--- src/rtl/can_mbx_cfg.svh ---
// register map, field positions and reset values of the mailbox block
//
// Operation
// A direction bit of 0 makes its mailbox transmit, 1 makes it receive.
// Bits 15..9 serve mailboxes 7..1 and bits 7..0 serve mailboxes 15..8.
// Direction bit 8 is read-only, resets to 1, reads 1; software writes 1.
// Software stores the message first and only then sets its wait bit.
// A wait bit written 1 puts that mailbox into the arbitration wait.
// A wait bit clears by itself once its message has been sent.
// A wait bit clears by itself once its cancellation has completed.
// A cancel bit written 1 withdraws that mailbox's waiting message.
// A cancel bit clears by itself once the matching wait bit is cleared.
// Cancel bit 8 is read-only and reads 0; software writes 0.
// The direction register is 16 bits and all mailbox bits reset to 0.
// A sent message sets its transmit ack flag; writing 1 clears it.
// A completed cancel sets its abort ack flag; writing 1 clears it.
// Writing 0 to a wait or cancel bit leaves that bit as it is.
// Only transmit mailboxes with their wait bit set join arbitration.
`ifndef CAN_MBX_CFG_SVH
`define CAN_MBX_CFG_SVH

`define REG_AW 3
`define ADDR_DIR 3'h0
`define ADDR_WAIT 3'h1
`define ADDR_CANCEL 3'h2
`define ADDR_TXACK 3'h3
`define ADDR_ABACK 3'h4
`define ADDR_ISTAT 3'h5
`define ADDR_IMASK 3'h6

`define RSV_BIT 8
`define DIR_RSV_VAL 1'h1
`define WAIT_RSV_VAL 1'h0
`define CANCEL_RSV_VAL 1'h0
`define ACK_RSV_VAL 1'h0

`define MBX_RST 15'h0000
`define WORD_ZERO 16'h0000
`define IRQ_W 2
`define IRQ_TX_BIT 0
`define IRQ_AB_BIT 1
`define IMASK_RST 2'h0
`define IRQ_ALL 2'h3

`endif

--- src/rtl/can_mbx_pkg.sv ---
// types shared by the mailbox control modules
`include "can_mbx_cfg.svh"
package can_mbx_pkg;
  typedef logic [15:1] mbx_vec_t;
  typedef logic [15:0] reg_word_t;
  typedef logic [`REG_AW-1:0] reg_addr_t;
  typedef logic [`IRQ_W-1:0] irq_vec_t;
endpackage

--- src/rtl/flag_if.sv ---
// set, clear and flag vectors of one sticky flag bank
`timescale 1ns/1ps
interface flag_if #(parameter int W = 15) ();
  logic [W-1:0] setVec;
  logic [W-1:0] clrVec;
  logic [W-1:0] flags;
  modport bank (input setVec, input clrVec, output flags);
  modport user (output setVec, output clrVec, input flags);
endinterface

--- src/rtl/sticky_flag_bank.sv ---
// bank of sticky flags where a set beats a clear in the same cycle
`timescale 1ns/1ps
module sticky_flag_bank #(
  parameter int W = 15
) (
  // clock and reset
  input wire logic ref_clk,
  input wire logic rst_n,
  // flag vectors
  flag_if.bank fl
);
  logic [W-1:0] flagsQ;
  logic [W-1:0] flagsD;

  // an event landing on the clearing cycle must not be lost
  assign flagsD = (flagsQ & ~fl.clrVec) | fl.setVec;
  assign fl.flags = flagsQ;

  always_ff @(posedge ref_clk or negedge rst_n) begin
    if (!rst_n) begin
      flagsQ <= '0;
    end else begin
      flagsQ <= flagsD;
    end
  end
endmodule // sticky_flag_bank

--- src/rtl/can_mailbox_tx_request_control.sv ---
// mailbox direction, transmit wait and cancel control with ack flags
`timescale 1ns/1ps
`include "can_mbx_cfg.svh"
module can_mailbox_tx_request_control (
  // clock and reset
  input wire logic ref_clk,
  input wire logic rst_n,
  // register port
  input wire can_mbx_pkg::reg_addr_t regAddr,
  input wire can_mbx_pkg::reg_word_t regWdata,
  input wire logic regWr,
  input wire logic regRd,
  output can_mbx_pkg::reg_word_t regRdata,
  // protocol engine side
  input wire can_mbx_pkg::mbx_vec_t txDone,
  input wire can_mbx_pkg::mbx_vec_t abortDone,
  output can_mbx_pkg::mbx_vec_t arbReq,
  output can_mbx_pkg::mbx_vec_t cancelReq,
  // interrupt
  output logic irq
);
  import can_mbx_pkg::*;

  // byte-swapped mailbox order in every per-mailbox word
  function automatic reg_word_t toReg(input mbx_vec_t v, input logic rsv);
    toReg = {v[7:1], rsv, v[15:8]};
  endfunction

  function automatic mbx_vec_t fromReg(input reg_word_t w);
    fromReg = {w[7:0], w[15:9]};
  endfunction

  mbx_vec_t dirQ;
  mbx_vec_t dirD;
  mbx_vec_t waitQ;
  mbx_vec_t waitD;
  mbx_vec_t waitSet;
  mbx_vec_t cancelQ;
  mbx_vec_t cancelD;
  mbx_vec_t cancelSet;
  mbx_vec_t wrVec;
  mbx_vec_t arbD;
  mbx_vec_t arbReqQ;
  mbx_vec_t cancelReqQ;
  irq_vec_t imaskQ;
  irq_vec_t imaskD;
  irq_vec_t irqEvents;
  reg_word_t rdMux;
  reg_word_t rdataQ;
  reg_word_t rdataD;
  logic irqQ;
  logic irqD;
  logic wrDir;
  logic wrWait;
  logic wrCancel;
  logic wrTxAck;
  logic wrAbAck;
  logic wrImask;
  logic rdIstat;

  flag_if #(.W(15)) txAckIf ();
  flag_if #(.W(15)) abAckIf ();
  flag_if #(.W(`IRQ_W)) istatIf ();

  // address decode
  assign wrDir = regWr && (regAddr == `ADDR_DIR);
  assign wrWait = regWr && (regAddr == `ADDR_WAIT);
  assign wrCancel = regWr && (regAddr == `ADDR_CANCEL);
  assign wrTxAck = regWr && (regAddr == `ADDR_TXACK);
  assign wrAbAck = regWr && (regAddr == `ADDR_ABACK);
  assign wrImask = regWr && (regAddr == `ADDR_IMASK);
  assign rdIstat = regRd && (regAddr == `ADDR_ISTAT);
  assign wrVec = fromReg(regWdata);

  // direction bits, fully read/write; bit 8 is never stored
  assign dirD = wrDir ? wrVec : dirQ;

  // only ones take effect; zeros leave pending requests alone
  assign waitSet = wrWait ? wrVec : `MBX_RST;
  assign cancelSet = wrCancel ? wrVec : `MBX_RST;

  // a fresh request in the completion cycle starts a new wait
  assign waitD = (waitQ & ~(txDone | abortDone)) | waitSet;

  // cancel lives only while its wait bit does
  assign cancelD = (cancelQ | cancelSet) & waitD;

  // withdrawn and receive mailboxes leave arbitration at once
  assign arbD = waitD & ~dirD & ~cancelD;

  // ack flags and interrupt status
  assign txAckIf.setVec = txDone;
  assign txAckIf.clrVec = wrTxAck ? wrVec : `MBX_RST;
  assign abAckIf.setVec = abortDone;
  assign abAckIf.clrVec = wrAbAck ? wrVec : `MBX_RST;
  assign irqEvents[`IRQ_TX_BIT] = |txDone;
  assign irqEvents[`IRQ_AB_BIT] = |abortDone;
  assign istatIf.setVec = irqEvents;
  assign istatIf.clrVec = rdIstat ? `IRQ_ALL : `IMASK_RST;
  assign imaskD = wrImask ? regWdata[`IRQ_W-1:0] : imaskQ;
  assign irqD = |(istatIf.flags & imaskQ);

  // read selection; unmapped addresses read zero
  assign rdMux =
    (regAddr == `ADDR_DIR) ? toReg(dirQ, `DIR_RSV_VAL) :
    (regAddr == `ADDR_WAIT) ? toReg(waitQ, `WAIT_RSV_VAL) :
    (regAddr == `ADDR_CANCEL) ? toReg(cancelQ, `CANCEL_RSV_VAL) :
    (regAddr == `ADDR_TXACK) ? toReg(txAckIf.flags, `ACK_RSV_VAL) :
    (regAddr == `ADDR_ABACK) ? toReg(abAckIf.flags, `ACK_RSV_VAL) :
    (regAddr == `ADDR_ISTAT) ? {14'h0000, istatIf.flags} :
    (regAddr == `ADDR_IMASK) ? {14'h0000, imaskQ} :
    `WORD_ZERO;
  // data only in the cycle after the strobe, zero otherwise
  assign rdataD = regRd ? rdMux : `WORD_ZERO;

  sticky_flag_bank #(.W(15)) txAckBank (
    .ref_clk(ref_clk),
    .rst_n(rst_n),
    .fl(txAckIf)
  );

  sticky_flag_bank #(.W(15)) abAckBank (
    .ref_clk(ref_clk),
    .rst_n(rst_n),
    .fl(abAckIf)
  );

  sticky_flag_bank #(.W(`IRQ_W)) istatBank (
    .ref_clk(ref_clk),
    .rst_n(rst_n),
    .fl(istatIf)
  );

  always_ff @(posedge ref_clk or negedge rst_n) begin
    if (!rst_n) begin
      dirQ <= `MBX_RST;
      waitQ <= `MBX_RST;
      cancelQ <= `MBX_RST;
    end else begin
      dirQ <= dirD;
      waitQ <= waitD;
      cancelQ <= cancelD;
    end
  end

  always_ff @(posedge ref_clk or negedge rst_n) begin
    if (!rst_n) begin
      arbReqQ <= `MBX_RST;
      cancelReqQ <= `MBX_RST;
    end else begin
      arbReqQ <= arbD;
      cancelReqQ <= cancelD;
    end
  end

  always_ff @(posedge ref_clk or negedge rst_n) begin
    if (!rst_n) begin
      imaskQ <= `IMASK_RST;
      irqQ <= 1'b0;
      rdataQ <= `WORD_ZERO;
    end else begin
      imaskQ <= imaskD;
      irqQ <= irqD;
      rdataQ <= rdataD;
    end
  end

  assign regRdata = rdataQ;
  assign arbReq = arbReqQ;
  assign cancelReq = cancelReqQ;
  assign irq = irqQ;
endmodule // can_mailbox_tx_request_control

--- config.mk ---
export PLATFORM = sky130hd
export DESIGN_NAME = can_mailbox_tx_request_control
export DESIGN_NICKNAME = d
export VERILOG_FILES = /design/src/rtl/can_mbx_pkg.sv /design/src/rtl/flag_if.sv /design/src/rtl/sticky_flag_bank.sv /design/src/rtl/can_mailbox_tx_request_control.sv
export VERILOG_INCLUDE_DIRS = /design/src /design/src/rtl
export SDC_FILE = /design/constraint.sdc
export NUM_CORES = 1
export LEC_CHECK = 0
export ABC_AREA = 1
export BUFFER_PORTS_ARGS = -buffer_cell sky130_fd_sc_hd__buf_2
export CORE_UTILIZATION = 35
export CTS_BUF_LIST = sky130_fd_sc_hd__clkbuf_8 sky130_fd_sc_hd__clkbuf_16
export DETAILED_ROUTE_END_ITERATION = 12
export GPL_ROUTABILITY_DRIVEN = 0
export MAX_ROUTING_LAYER = met4
export SKIP_CTS_REPAIR_TIMING = 1
export SLEW_MARGIN = 20
export SYNTH_ARGS = -nofsm -noshare
export SYNTH_HDL_FRONTEND = slang
export SYNTH_SLANG_ARGS = --single-unit
--- constraint.sdc ---
create_clock -name ref_clk -period 2.1 [get_ports ref_clk]
set_input_delay 0.21 -clock ref_clk [delete_from_list [all_inputs] [get_ports ref_clk]]
set_output_delay 0.21 -clock ref_clk [all_outputs]
set_load 0.01 [all_outputs]
### Yosys cells after proc, flatten, opt, wreduce, memory -nomap -nowiden

Cells that the tools add are included.

| storage, ports and cells | value |
|---|---|
| flip-flop bits (word level) | 111 |
| input bits | 53 |
| output and inout bits | 47 |
| logic and storage cells | 61 |

| cells by class | value |
|---|---|
| equality and inequality tests | 6 |
| mux-type cells | 14 |
| bitwise operators | 20 |
| reduce and logical (&&, ||, !) cells | 11 |

Operators by type and width:

| operator | count |
|---|---|
| $mux 16 | 6 |
| $and 15x15->15 | 6 |
| $mux 15 | 5 |
| $not 15->15 | 5 |
| $or 15x15->15 | 5 |
| $reduce_or 15->1 | 2 |
| $eq 3x3->1 const B | 3 |
| $logic_and 1x1->1 | 7 |
| $eq 3x2->1 const B | 2 |
| $mux 2 | 3 |
| $and 2x2->2 | 2 |
| $eq 3x1->1 const B | 1 |
| $logic_not 3->1 | 1 |
| $not 2->2 | 1 |
| $or 2x2->2 | 1 |
| $reduce_or 2->1 | 1 |

### Longest topological paths before layout

Gate-level depths: netlist of run 1.

| logic depth | value |
|---|---|
| word-level depth | 9 |
| gate-level depth with buffers | 8 |
| depth with buffers taken out | 7 |

### By module

Synthesis of run 1 repeated with hierarchy kept, for this count alone.

| second synthesis, totals | value |
|---|---|
| cells, all modules | 642 |
| area total of the unflattened synthesis | 5142.4 um^2 |

Modules (own cells, without submodules):

| module | times used | cells each | area an instance (um^2) | seq. area each (um^2) |
|---|---|---|---|---|
| can_mailbox_tx_request_control | 1 | 482 | 3861.2 | 1976.9 |
| sticky_flag_bank at abAckBank ... | 2 | 75 | 600.6 | 375.4 |
| sticky_flag_bank at istatBank | 1 | 10 | 80.1 | 50.0 |

### Worst setup path before layout of run 1

OpenSTA, ideal clock, no wires.

| path | value |
|---|---|
| path kind | input-to-reg |
| start | in regAddr[2] |
| end | reg txAckBank.flagsQ[10], in the netlist txAckBank.fl.flags[10] |
| setup time | 0.123 ns |
| data arrival time | 1.172 ns |
| required time | 1.977 ns |
| slack | 0.805 ns |
| cell stages on the path | 6 |
| buffers on the path | 2 |
| path through | buf_2 > nor3_4 > nand2_1 > clkbuf_1 > o21ai_0 > nand2_1 |

| on the way | value |
|---|---|
| word-level cells in the longest chain between the ends | 6 |

RTL lines:

| element | RTL line | text |
|---|---|---|
| start: declaration | can_mailbox_tx_request_control.sv:9 | `input wire can_mbx_pkg::reg_addr_t regAddr,` |
| $eq 3x2->1 (no line) | -- |  |
| $logic_and 1x1->1 | can_mailbox_tx_request_control.sv:69 | `` assign wrTxAck = regWr && (regAddr == `ADDR_TXACK); `` |
| $mux 15 (no line) | -- |  |
| $not 15->15 | sticky_flag_bank.sv:16 | `assign flagsD = (flagsQ & ~fl.clrVec) \| fl.setVec;` |
| $and 15x15->15 | sticky_flag_bank.sv:16 |  |
| $or 15x15->15 | sticky_flag_bank.sv:16 |  |
| net txAckBank.flagsD[10] | sticky_flag_bank.sv:13 | `logic [W-1:0] flagsD;` |
| end signal: assignment | sticky_flag_bank.sv:23 | `flagsQ <= flagsD;` |
| end: declaration | sticky_flag_bank.sv:12 | `logic [W-1:0] flagsQ;` |

The timed path passes the listed nets, and every way through them passes these cells.
A chain may end at the register's enable or synchronous reset.

### Final worst setup path of run 1

| path | value |
|---|---|
| start | in regAddr[1] |
| end | reg arbReqQ[1], in the netlist arbReq[1] |

| on the way | value |
|---|---|
| word-level cells in the longest chain between the ends | 7 |
| elaborated cells on any way between the ends | 16 |
| classes of those cells | eq/ne: 2; mux: 3; bitwise: 7; reduce/logical: 4 |

RTL lines:

| element | RTL line | text |
|---|---|---|
| $eq 3x2->1 (no line) / $eq 3x1->1 (equally long branches) | -- |  |
| $logic_and 1x1->1 (on tied branches) | can_mailbox_tx_request_control.sv:68, can_mailbox_tx_request_control.sv:67 |  |
| $mux 15 (no line) | -- |  |
| $or 15x15->15 (on tied branches) | can_mailbox_tx_request_control.sv:86, can_mailbox_tx_request_control.sv:83 |  |
| $and 15x15->15 | can_mailbox_tx_request_control.sv:86 | `assign cancelD = (cancelQ \| cancelSet) & waitD;` |
| $not 15->15 | can_mailbox_tx_request_control.sv:89 | `assign arbD = waitD & ~dirD & ~cancelD;` |
| $and 15x15->15 * | can_mailbox_tx_request_control.sv:89 |  |
| net arbD[1] | can_mailbox_tx_request_control.sv:42 | `mbx_vec_t arbD;` |
| end signal: assignment | can_mailbox_tx_request_control.sv:148 | `` arbReqQ <= `MBX_RST; `` |
| end signal: assignment | can_mailbox_tx_request_control.sv:151 | `arbReqQ <= arbD;` |
| end: declaration | can_mailbox_tx_request_control.sv:43 | `mbx_vec_t arbReqQ;` |

Mark *: on every way through the listed nets, which the timed path passes. The rest lies on a longest branch.

==> flow_summary.yaml, run 1 <==
power:
  powerDensity_mw_per_mm2: 751
  p_total_mw: 4.44
  power.leakage_nw: 3.24
  vdd_ir_drop_max_uv: 356
layout:
  fillers: 1317
  stdcell_area_sq_mm: 0.00591
  utilization_pct: 44.1
  syn_to_final_growth_pct: 21.0
  drive_gt1_share_pct: 20.6
  final_nets: 737
  insertedDiodeCount: 0
  layout_common_cells: "154 x nand2_1, 111 x dfrtp_1, 99 x inv_1"
  layout.cells.most_common: "nand2_1"
global_route:
  met1_usage_pct: 25.6
  overflow: 0
  grt_pass1_wl_um: 21200
  grt_pass1_vias: 4164
  antenna_found_initial: 0
  grt-busiest-layer: "met2"
  grtUsageMet2_pct: 31.0
  gr-usage-all-layers_pct: 20.0
  grt_max_degree: 43
  grtUsageMet3_pct: 2.99
clocking:
  cts_root_buf: "clkbuf_16"
  htreeDepth: 3
  numCtsBuffers: 9
  cts_sinks: 111
  cts.path.max_buffers: 2
  clkTransAtPathRegs_ns: 0.07
  cts_tree: "done"
  clk_latency_ns: 0.36
timing:
  setup_viol: 0
  fmax_mhz: 708
  rsz0062_at_grt: "false"
  tns_ns: 0
  relSlewSlack_pct: 59.2
  finClkSkew_ns: 0.00714
  slew_viol_final: 0
  report.final.hold_viol_count: 0
  tightestPinTransition_ns: 0.611
  layout_worst_path_cycle_share_pct: 67.3
  period_minus_slack_ns: 1.41
  fin_hold_ws_ns: 0.0845
yosys:
  yosysUniqueCellTypes: 20
  synthArstFlopShare_pct: 100
  synthCells: 580
  synth.cell_area_sq_mm: 0.00488
  syn_nets: 633
  synthFlopType: "dfrtp_1"
  yosysSeqAreaShare_pct: 56.9
  synth-edff-count: 0
  ys_ff_latch: 111
  syn_avg_cell_area_sq_um: 8.42
  yosys_warnings: 0
placed_design:
  numPortBuffers: 98
  postPlaceCellArea_sq_mm: 0.00562
  hpwl_um: 9050
die:
  die_height_um: 120
  core_area_sq_mm: 0.0134
  die-area_sq_mm: 0.0144
  rows: 42
  start_util_pct: 36.4
  io_pins: 100
  die_x_um: 120
critical_path:
  startpoint: "regAddr[1]"
  crit_path_end_kind: "register"
  regToRegStartpoint: "istatBank.fl.flags[0]"
  worst-path-max-fanout: 15
  r2r_cells: 6
  cp-start-kind: "input pin"
  arrival_ns: 1.65
  crit_type: "in -> reg"
  r2r_slack_ns: 1.14
  required_ns: 2.33
detailed_routing:
  drtIter0Drc: 278
  postRouteAntennaNets: 0
  wire_per_inst_um: 15.1
  drt-total-wl_um: 13000
  dr.pass1.iters: 4
  drc: 0
  via_per_inst: 4.77
  num_vias: 4123
flow_run:
  maxCapViolations: 0
hold_path:
  hold_class: "in -> reg"
  hold_path_startpoint: "txDone[2]"
  worstHoldPathCells: 3
status:
  run_status: "finished, final reports clean"
-- critical path, cell delays in order --
cell and delay, ns:
buf_2 0.17, inv_2 0.12, nor3_4 0.35, nand2_2 0.40, o21bai_1 0.31, nor2_1 0.09
-- synth_stat cells, types with 3 or more instances --
cell type | n | area, sq um
nor3_4 | 3 | 48.8
dfrtp_1 | 111 | 2780
o21bai_1 | 14 | 105
nand3_1 | 30 | 150
buf_2 | 7 | 35.0
o21ai_0 | 69 | 345
clkbuf_1 | 8 | 30.0
nand4_1 | 13 | 81.3
inv_1 | 99 | 372
o21ai_2 | 10 | 87.6
nand2_1 | 154 | 578
nor2_1 | 49 | 184
-- sequential cells by signal, summed over array words and instances, names as in the netlist --
register	count
regRdata	16
cancelReq	15
waitQ	15
arbReq	15
irq	1
txAckBank.fl.flags	15
dirQ	15
istatBank.fl.flags	2
imaskQ	2
abAckBank.fl.flags	15
-- per-stage QoR --
step	std cells	worst slack (ns)
6_report	865	0.687
5_1_grt	865	0.498
4_1_cts	864	0.659
3_5_place_dp	848	0.296
3_3_place_gp	848	0.333
2_1_floorplan	580	0.805
-- final timing paths --
kind,end
worst max register to register,regRdata[0]
min in group asynchronous,regRdata[9]
worst min register to register,abAckBank.fl.flags[3]
max in group asynchronous,arbReq[11]
worst max-delay path,arbReq[1]
worst min-delay path,txAckBank.fl.flags[2]
-- final cells by class --
type	count	area [sq um]	area share (%)
clock buffers	9	225	3.81
inverters	101	379	6.41
flip-flops and latches	111	2780	47.0
clock inverters	7	55.1	0.931
multi-input cells	352	1650	27.9
repair buffers	109	603	10.2
well taps	176	220	3.73
-- logic make-up (layout without fill, tap and decap cells) --
family / after synthesis / count (layout) / synth area share (%)
and+or+nand+nor: 255 / 255 / 22.1
buffers and inverters: 117 / 226 / 9.33
DFF: 111 / 111 / 56.9
AOI/OAI and AO/OA: 97 / 97 / 11.7
-- routing by layer --
metal	routed length, um	vias up
li1	-	2023
met1	5920	1949
met2	6070	123
met3	708	28
met4	340	0
met5	0	-
-- report_power, final --
group          internal, mW  switching [mW]  total [mW]
clock network         0.821           0.830        1.65
logic                 0.167           0.331       0.498
registers              2.24          0.0454        2.29
(Power assumes the default switching activity.)
==> run 2: changes to the inputs <==
==> constraint.sdc (replaced) <==
create_clock -name ref_clk -period 1.2 [get_ports ref_clk]
set_input_delay 0.12 -clock ref_clk [delete_from_list [all_inputs] [get_ports ref_clk]]
set_output_delay 0.12 -clock ref_clk [all_outputs]
set_load 0.01 [all_outputs]
==> flow_summary.yaml, run 2 (synthesis results as in run 1) <==
clocking:
  clk_latency_ns: 0.35
  htreeDepth: 3
  cts.path.max_buffers: 2
  cts_sinks: 111
  cts_root_buf: "clkbuf_16"
  clkTransAtPathRegs_ns: 0.07
  numCtsBuffers: 9
  cts_tree: "done"
critical_path:
  critical_path.top_delay_family: "buffers and inverters"
  critPathSlowestCell: "o21ai_0"
  critPathBufInv: 3
  crit_top_cell: "nand2_1"
  arrival_ns: 1.30
  cp-start-kind: "input pin"
  worstPathCellList: "buf_2, nor2_1, nand2_1, inv_1, nand2_1, buf_4, o21ai_0, nand2_1"
  crit_type: "in -> reg"
  path_depth: 8
  crit_path_end_kind: "register"
  worst-path-max-fanout: 8
  required_ns: 1.43
  slowest_delay_ns: 0.23
  r2r_cells: 6
power:
  switching_power_mw: 2.04
  vdd_ir_drop_max_uv: 640
  power.leakage_nw: 3.39
  seq_power_share_pct: 50.2
  p_int_mw: 5.94
  p_sw_share_pct: 25.6
  combPwrFrac_pct: 11.8
  p_clk_share_pct: 38.0
  powerDensity_mw_per_mm2: 1290
detailed_routing:
  num_vias: 4249
  met1_length_um: 6050
  drtIter0Drc: 269
  via_per_inst: 4.76
  routed-wl-met3_um: 809
  drt-total-wl_um: 13500
  dr_wl_met2_um: 6400
  highest_layer: "met4"
  dr.pass1.iters: 7
  wire_per_inst_um: 15.1
  postRouteAntennaNets: 0
  drc: 0
global_route:
  gr-usage-all-layers_pct: 20.3
  grt_max_degree: 49
  grt_pass1_wl_um: 21700
  antenna_found_initial: 0
  overflow: 0
  grt_pass1_vias: 4290
layout:
  drive_gt1_share_pct: 23.6
  insertedDiodeCount: 0
  layout.cells.most_common: "nand2_1"
  fillers: 1328
  final_nets: 764
  largest_reg_flops: 16
  syn_to_final_growth_pct: 26.3
  layout_common_cells: "154 x nand2_1, 111 x dfrtp_1, 99 x inv_1"
  stdcell_area_sq_mm: 0.00617
  stdcell_count: 892
timing:
  setup_viol: 0
  tightestPinTransition_ns: 0.421
  relSlewSlack_pct: 71.7
  fmax_mhz: 936
  rsz0062_at_grt: "false"
  worst_slack_ns: 0.131
  slew_viol_final: 0
  fin_hold_ws_ns: 0.00446
  layout_worst_path_cycle_share_pct: 89.1
  period_minus_slack_ns: 1.07
  report.final.hold_viol_count: 0
  finClkSkew_ns: 0.00662
die:
  die_height_um: 120
  start_util_pct: 36.4
  io_pins: 100
  die_x_um: 120
  die-area_sq_mm: 0.0144
  core_area_sq_mm: 0.0134
  rows: 42
status:
  run_status: "finished, final reports clean"
placed_design:
  pre_cts_slack_ns: -0.162
  postPlaceCellArea_sq_mm: 0.00586
  hpwl_um: 9950
  numPortBuffers: 98
  placed_cells: 875
flow_run:
  maxCapViolations: 0
hold_path:
  worstHoldPathCells: 3
  hold_class: "in -> reg"
==> run 2: cell count changes in the layout (fill, tap and decap cells not counted) <==
| cell | change |
|---|---|
| clkinv_2 | +2 |
| buf_12 | +3 |
| inv_6 | -4 |
| clkbuf_8 | +1 |
| buf_4 | +24 |
| bufinv_16 | +1 |
==> run 2: worst paths after layout <==
| path | end | start | slack (ns) |
|---|---|---|---|
| setup / recovery | abAckBank.fl.flags[14] | regAddr[1] | 0.13 |
| hold / removal | abAckBank.fl.flags[10] | abortDone[10] | 0.004 |
| setup reg to reg | regRdata[0] | istatBank.fl.flags[0] | 0.26 |
| hold reg to reg | abAckBank.fl.flags[13] | abAckBank.fl.flags[13] | 0.50 |
| max in group asynchronous | abAckBank.fl.flags[12] | rst_n | 0.50 |
| min in group asynchronous | regRdata[12] | rst_n | 0.29 |
==> run 2: worst min-delay path: cells and delay by family <==
kind | cells | cell delay [ns]
buf+inv | 2 | 0.14
simple gates | 1 | 0.05
==> run 2: stage by stage <==
step / TNS, ns / util (%) / total power, mW
6_report: 0 / 46.0 / 7.98
3_3_place_gp: -4.20 / 43.7 / 5.00
4_1_cts: 0 / 46.0 / 8.03
5_1_grt: 0 / 46.0 / 8.30
2_1_floorplan: 0 / - / 4.54
3_5_place_dp: -6.27 / 43.7 / 5.03
==> run 2: power by group through the flow <==
| stage | Sequential [mW] | Clock, mW | Combinational [mW] |
|---|---|---|---|
| final | 4.01 | 3.03 | 0.942 |
| after global routing | 4.03 | 3.20 | 1.07 |
| after CTS | 4.01 | 3.07 | 0.950 |
| after detailed placement | 4.08 | 0 | 0.943 |
| after global placement | 4.08 | 0 | 0.923 |
| after floorplan | 4.09 | 0 | 0.447 |
==> run 2: layout make-up <==
class,instances,area [sq um],area share (%)
Tap cell,176,220,3.57
Multi-Input combinational cell,352,1650,26.7
Inverter,101,379,6.14
Sequential cell,111,2780,45.0
Clock buffer,10,239,3.87
Timing Repair Buffer,136,843,13.7
Clock inverter,6,60.1,0.973
==> run 2: layer usage <==
metal  GRT usage [%]  up-vias
met3            2.71       17
li1                -     2076
met1            27.2     2012
met5               -        -
met2            31.4      144
met4            7.42        0
==> run 3: changes to the inputs <==
--- a/config.mk
+++ b/config.mk
@@ -13,6 +13,7 @@
 export DETAILED_ROUTE_END_ITERATION = 12
 export GPL_ROUTABILITY_DRIVEN = 0
 export MAX_ROUTING_LAYER = met4
+export PLACE_DENSITY_LB_ADDON = 0.12
 export SKIP_CTS_REPAIR_TIMING = 1
 export SLEW_MARGIN = 20
 export SYNTH_ARGS = -nofsm -noshare
==> flow_summary.yaml, run 3 (synthesis results as in run 1) <==
critical_path:
  slowest_delay_ns: 0.42
  critPathSlowestCell: "dfrtp_1"
  r2r_slack_ns: 0.25
  required_ns: 1.08
  critical_path.top_delay_family: "flip-flops"
  worst-path-max-fanout: 3
  crit_type: "reg -> out"
  r2r_cells: 6
  critPathBufInv: 1
  regToRegStartpoint: "imaskQ[0]"
  path_depth: 1
  arrival_ns: 0.92
  r2r-end: "regRdata[0]"
  worstPathCellList: "buf_2"
  crit_path_end_kind: "output port"
  cp-start-kind: "register"
clocking:
  clkTransAtPathRegs_ns: 0.07
  cts_root_buf: "clkbuf_16"
  numCtsBuffers: 9
  clk_latency_ns: 0.35
  cts_sinks: 111
  htreeDepth: 3
  cts_tree: "done"
  cts.path.max_buffers: 2
detailed_routing:
  met1_length_um: 6370
  via_per_inst: 4.77
  dr.pass1.iters: 5
  drc: 0
  highest_layer: "met4"
  wire_per_inst_um: 15.1
  routed-wl-met3_um: 674
  dr_wl_met2_um: 6210
  drtIter0Drc: 319
  num_vias: 4254
  postRouteAntennaNets: 0
  drt-total-wl_um: 13500
global_route:
  gr-usage-all-layers_pct: 20.6
  overflow: 0
  grt_max_degree: 37
  grt_pass1_vias: 4163
  grt_pass1_wl_um: 21800
  antenna_found_initial: 0
placed_design:
  postPlaceCellArea_sq_mm: 0.00587
  placed_cells: 874
  numPortBuffers: 98
  hpwl_um: 9960
layout:
  largest_reg_flops: 16
  stdcell_count: 891
  insertedDiodeCount: 0
  syn_to_final_growth_pct: 26.3
  drive_gt1_share_pct: 23.4
  final_nets: 763
  stdcell_area_sq_mm: 0.00617
  layout_common_cells: "154 x nand2_1, 111 x dfrtp_1, 100 x inv_1"
  layout.cells.most_common: "nand2_1"
power:
  powerDensity_mw_per_mm2: 1270
  power.leakage_nw: 3.39
  vdd_ir_drop_max_uv: 666
  p_total_mw: 7.83
timing:
  fin_hold_ws_ns: -0.00627
  relSlewSlack_pct: 70.7
  tightestPinTransition_ns: 0.436
  finClkSkew_ns: 0.00620
  tns_ns: 0
  period_minus_slack_ns: 1.04
  layout_worst_path_cycle_share_pct: 86.9
  rsz0062_at_grt: "false"
  fmax_mhz: 959
  setup_viol: 0
  slew_viol_final: 0
  report.final.hold_viol_count: 2
die:
  die-area_sq_mm: 0.0144
  core_area_sq_mm: 0.0134
  die_height_um: 120
  die_x_um: 120
  start_util_pct: 36.4
  io_pins: 100
  rows: 42
status:
  run_status: "finished with violations"
  violations: "hold timing"
hold_path:
  hold_class: "in -> reg"
  worstHoldPathCells: 3
  hold_path_startpoint: "abortDone[10]"
  hold-path-endpoint: "abAckBank.fl.flags[10]"
flow_run:
  maxCapViolations: 0
-- run 3: cell count changes in the layout (fill, tap and decap cells not counted), sizes merged --
cell / previous run / this run
clkbuf: 10 / 11
buf: 135 / 134
inv: 101 / 103
clkinv: 3 / 1
bufinv: 1 / 0
-- run 3: cell type report --
cell class,instances,area [sq um]
Sequential cell,111,2780
Clock buffer,11,253
Clock inverter,5,32.5
Inverter,101,379
Tap cell,176,220
Timing Repair Buffer,135,848
Multi-Input combinational cell,352,1660
Fill cell,1352,7230
-- run 3: stage by stage --
stage	hold slack [ns]	utilization, %	worst slack [ns]
after floorplan	-0.176	-	0.00580
after global placement	0.0616	43.8	-0.164
after detailed placement	0.0631	43.8	-0.174
after CTS	-0.314	45.9	0.141
after global routing	0.00373	46.0	0.0169
final	-0.00627	46.0	0.157
-- run 3: per-layer routing --
metal	vias up	GRT usage, %
li1	2075	-
met1	2043	29.1
met2	120	30.3
met3	16	3.33
met4	0	6.64
met5	-	-
-- run 3: worst max-delay path by stage --
stage | startpoint | slack, ns | endpoint
6_report | cancelReq[6] | 0.16 | cancelReq[6]
4_1_cts | cancelReq[6] | 0.14 | cancelReq[6]
2_1_floorplan | regAddr[2] | 0.006 | arbReq[7]
3_5_place_dp | regAddr[2] | -0.17 | arbReq[1]
5_1_grt | regAddr[1] | 0.02 | arbReq[8]
3_3_place_gp | regAddr[2] | -0.16 | arbReq[2]
-- run 3: where the power goes --
part | internal, mW | leakage, nW | switching, mW | total [mW]
clock | 1.52 | 0.139 | 1.35 | 2.87
combinational | 0.349 | 1.93 | 0.600 | 0.949
sequential | 3.93 | 1.32 | 0.0799 | 4.01
total | 5.80 | 3.39 | 2.03 | 7.83
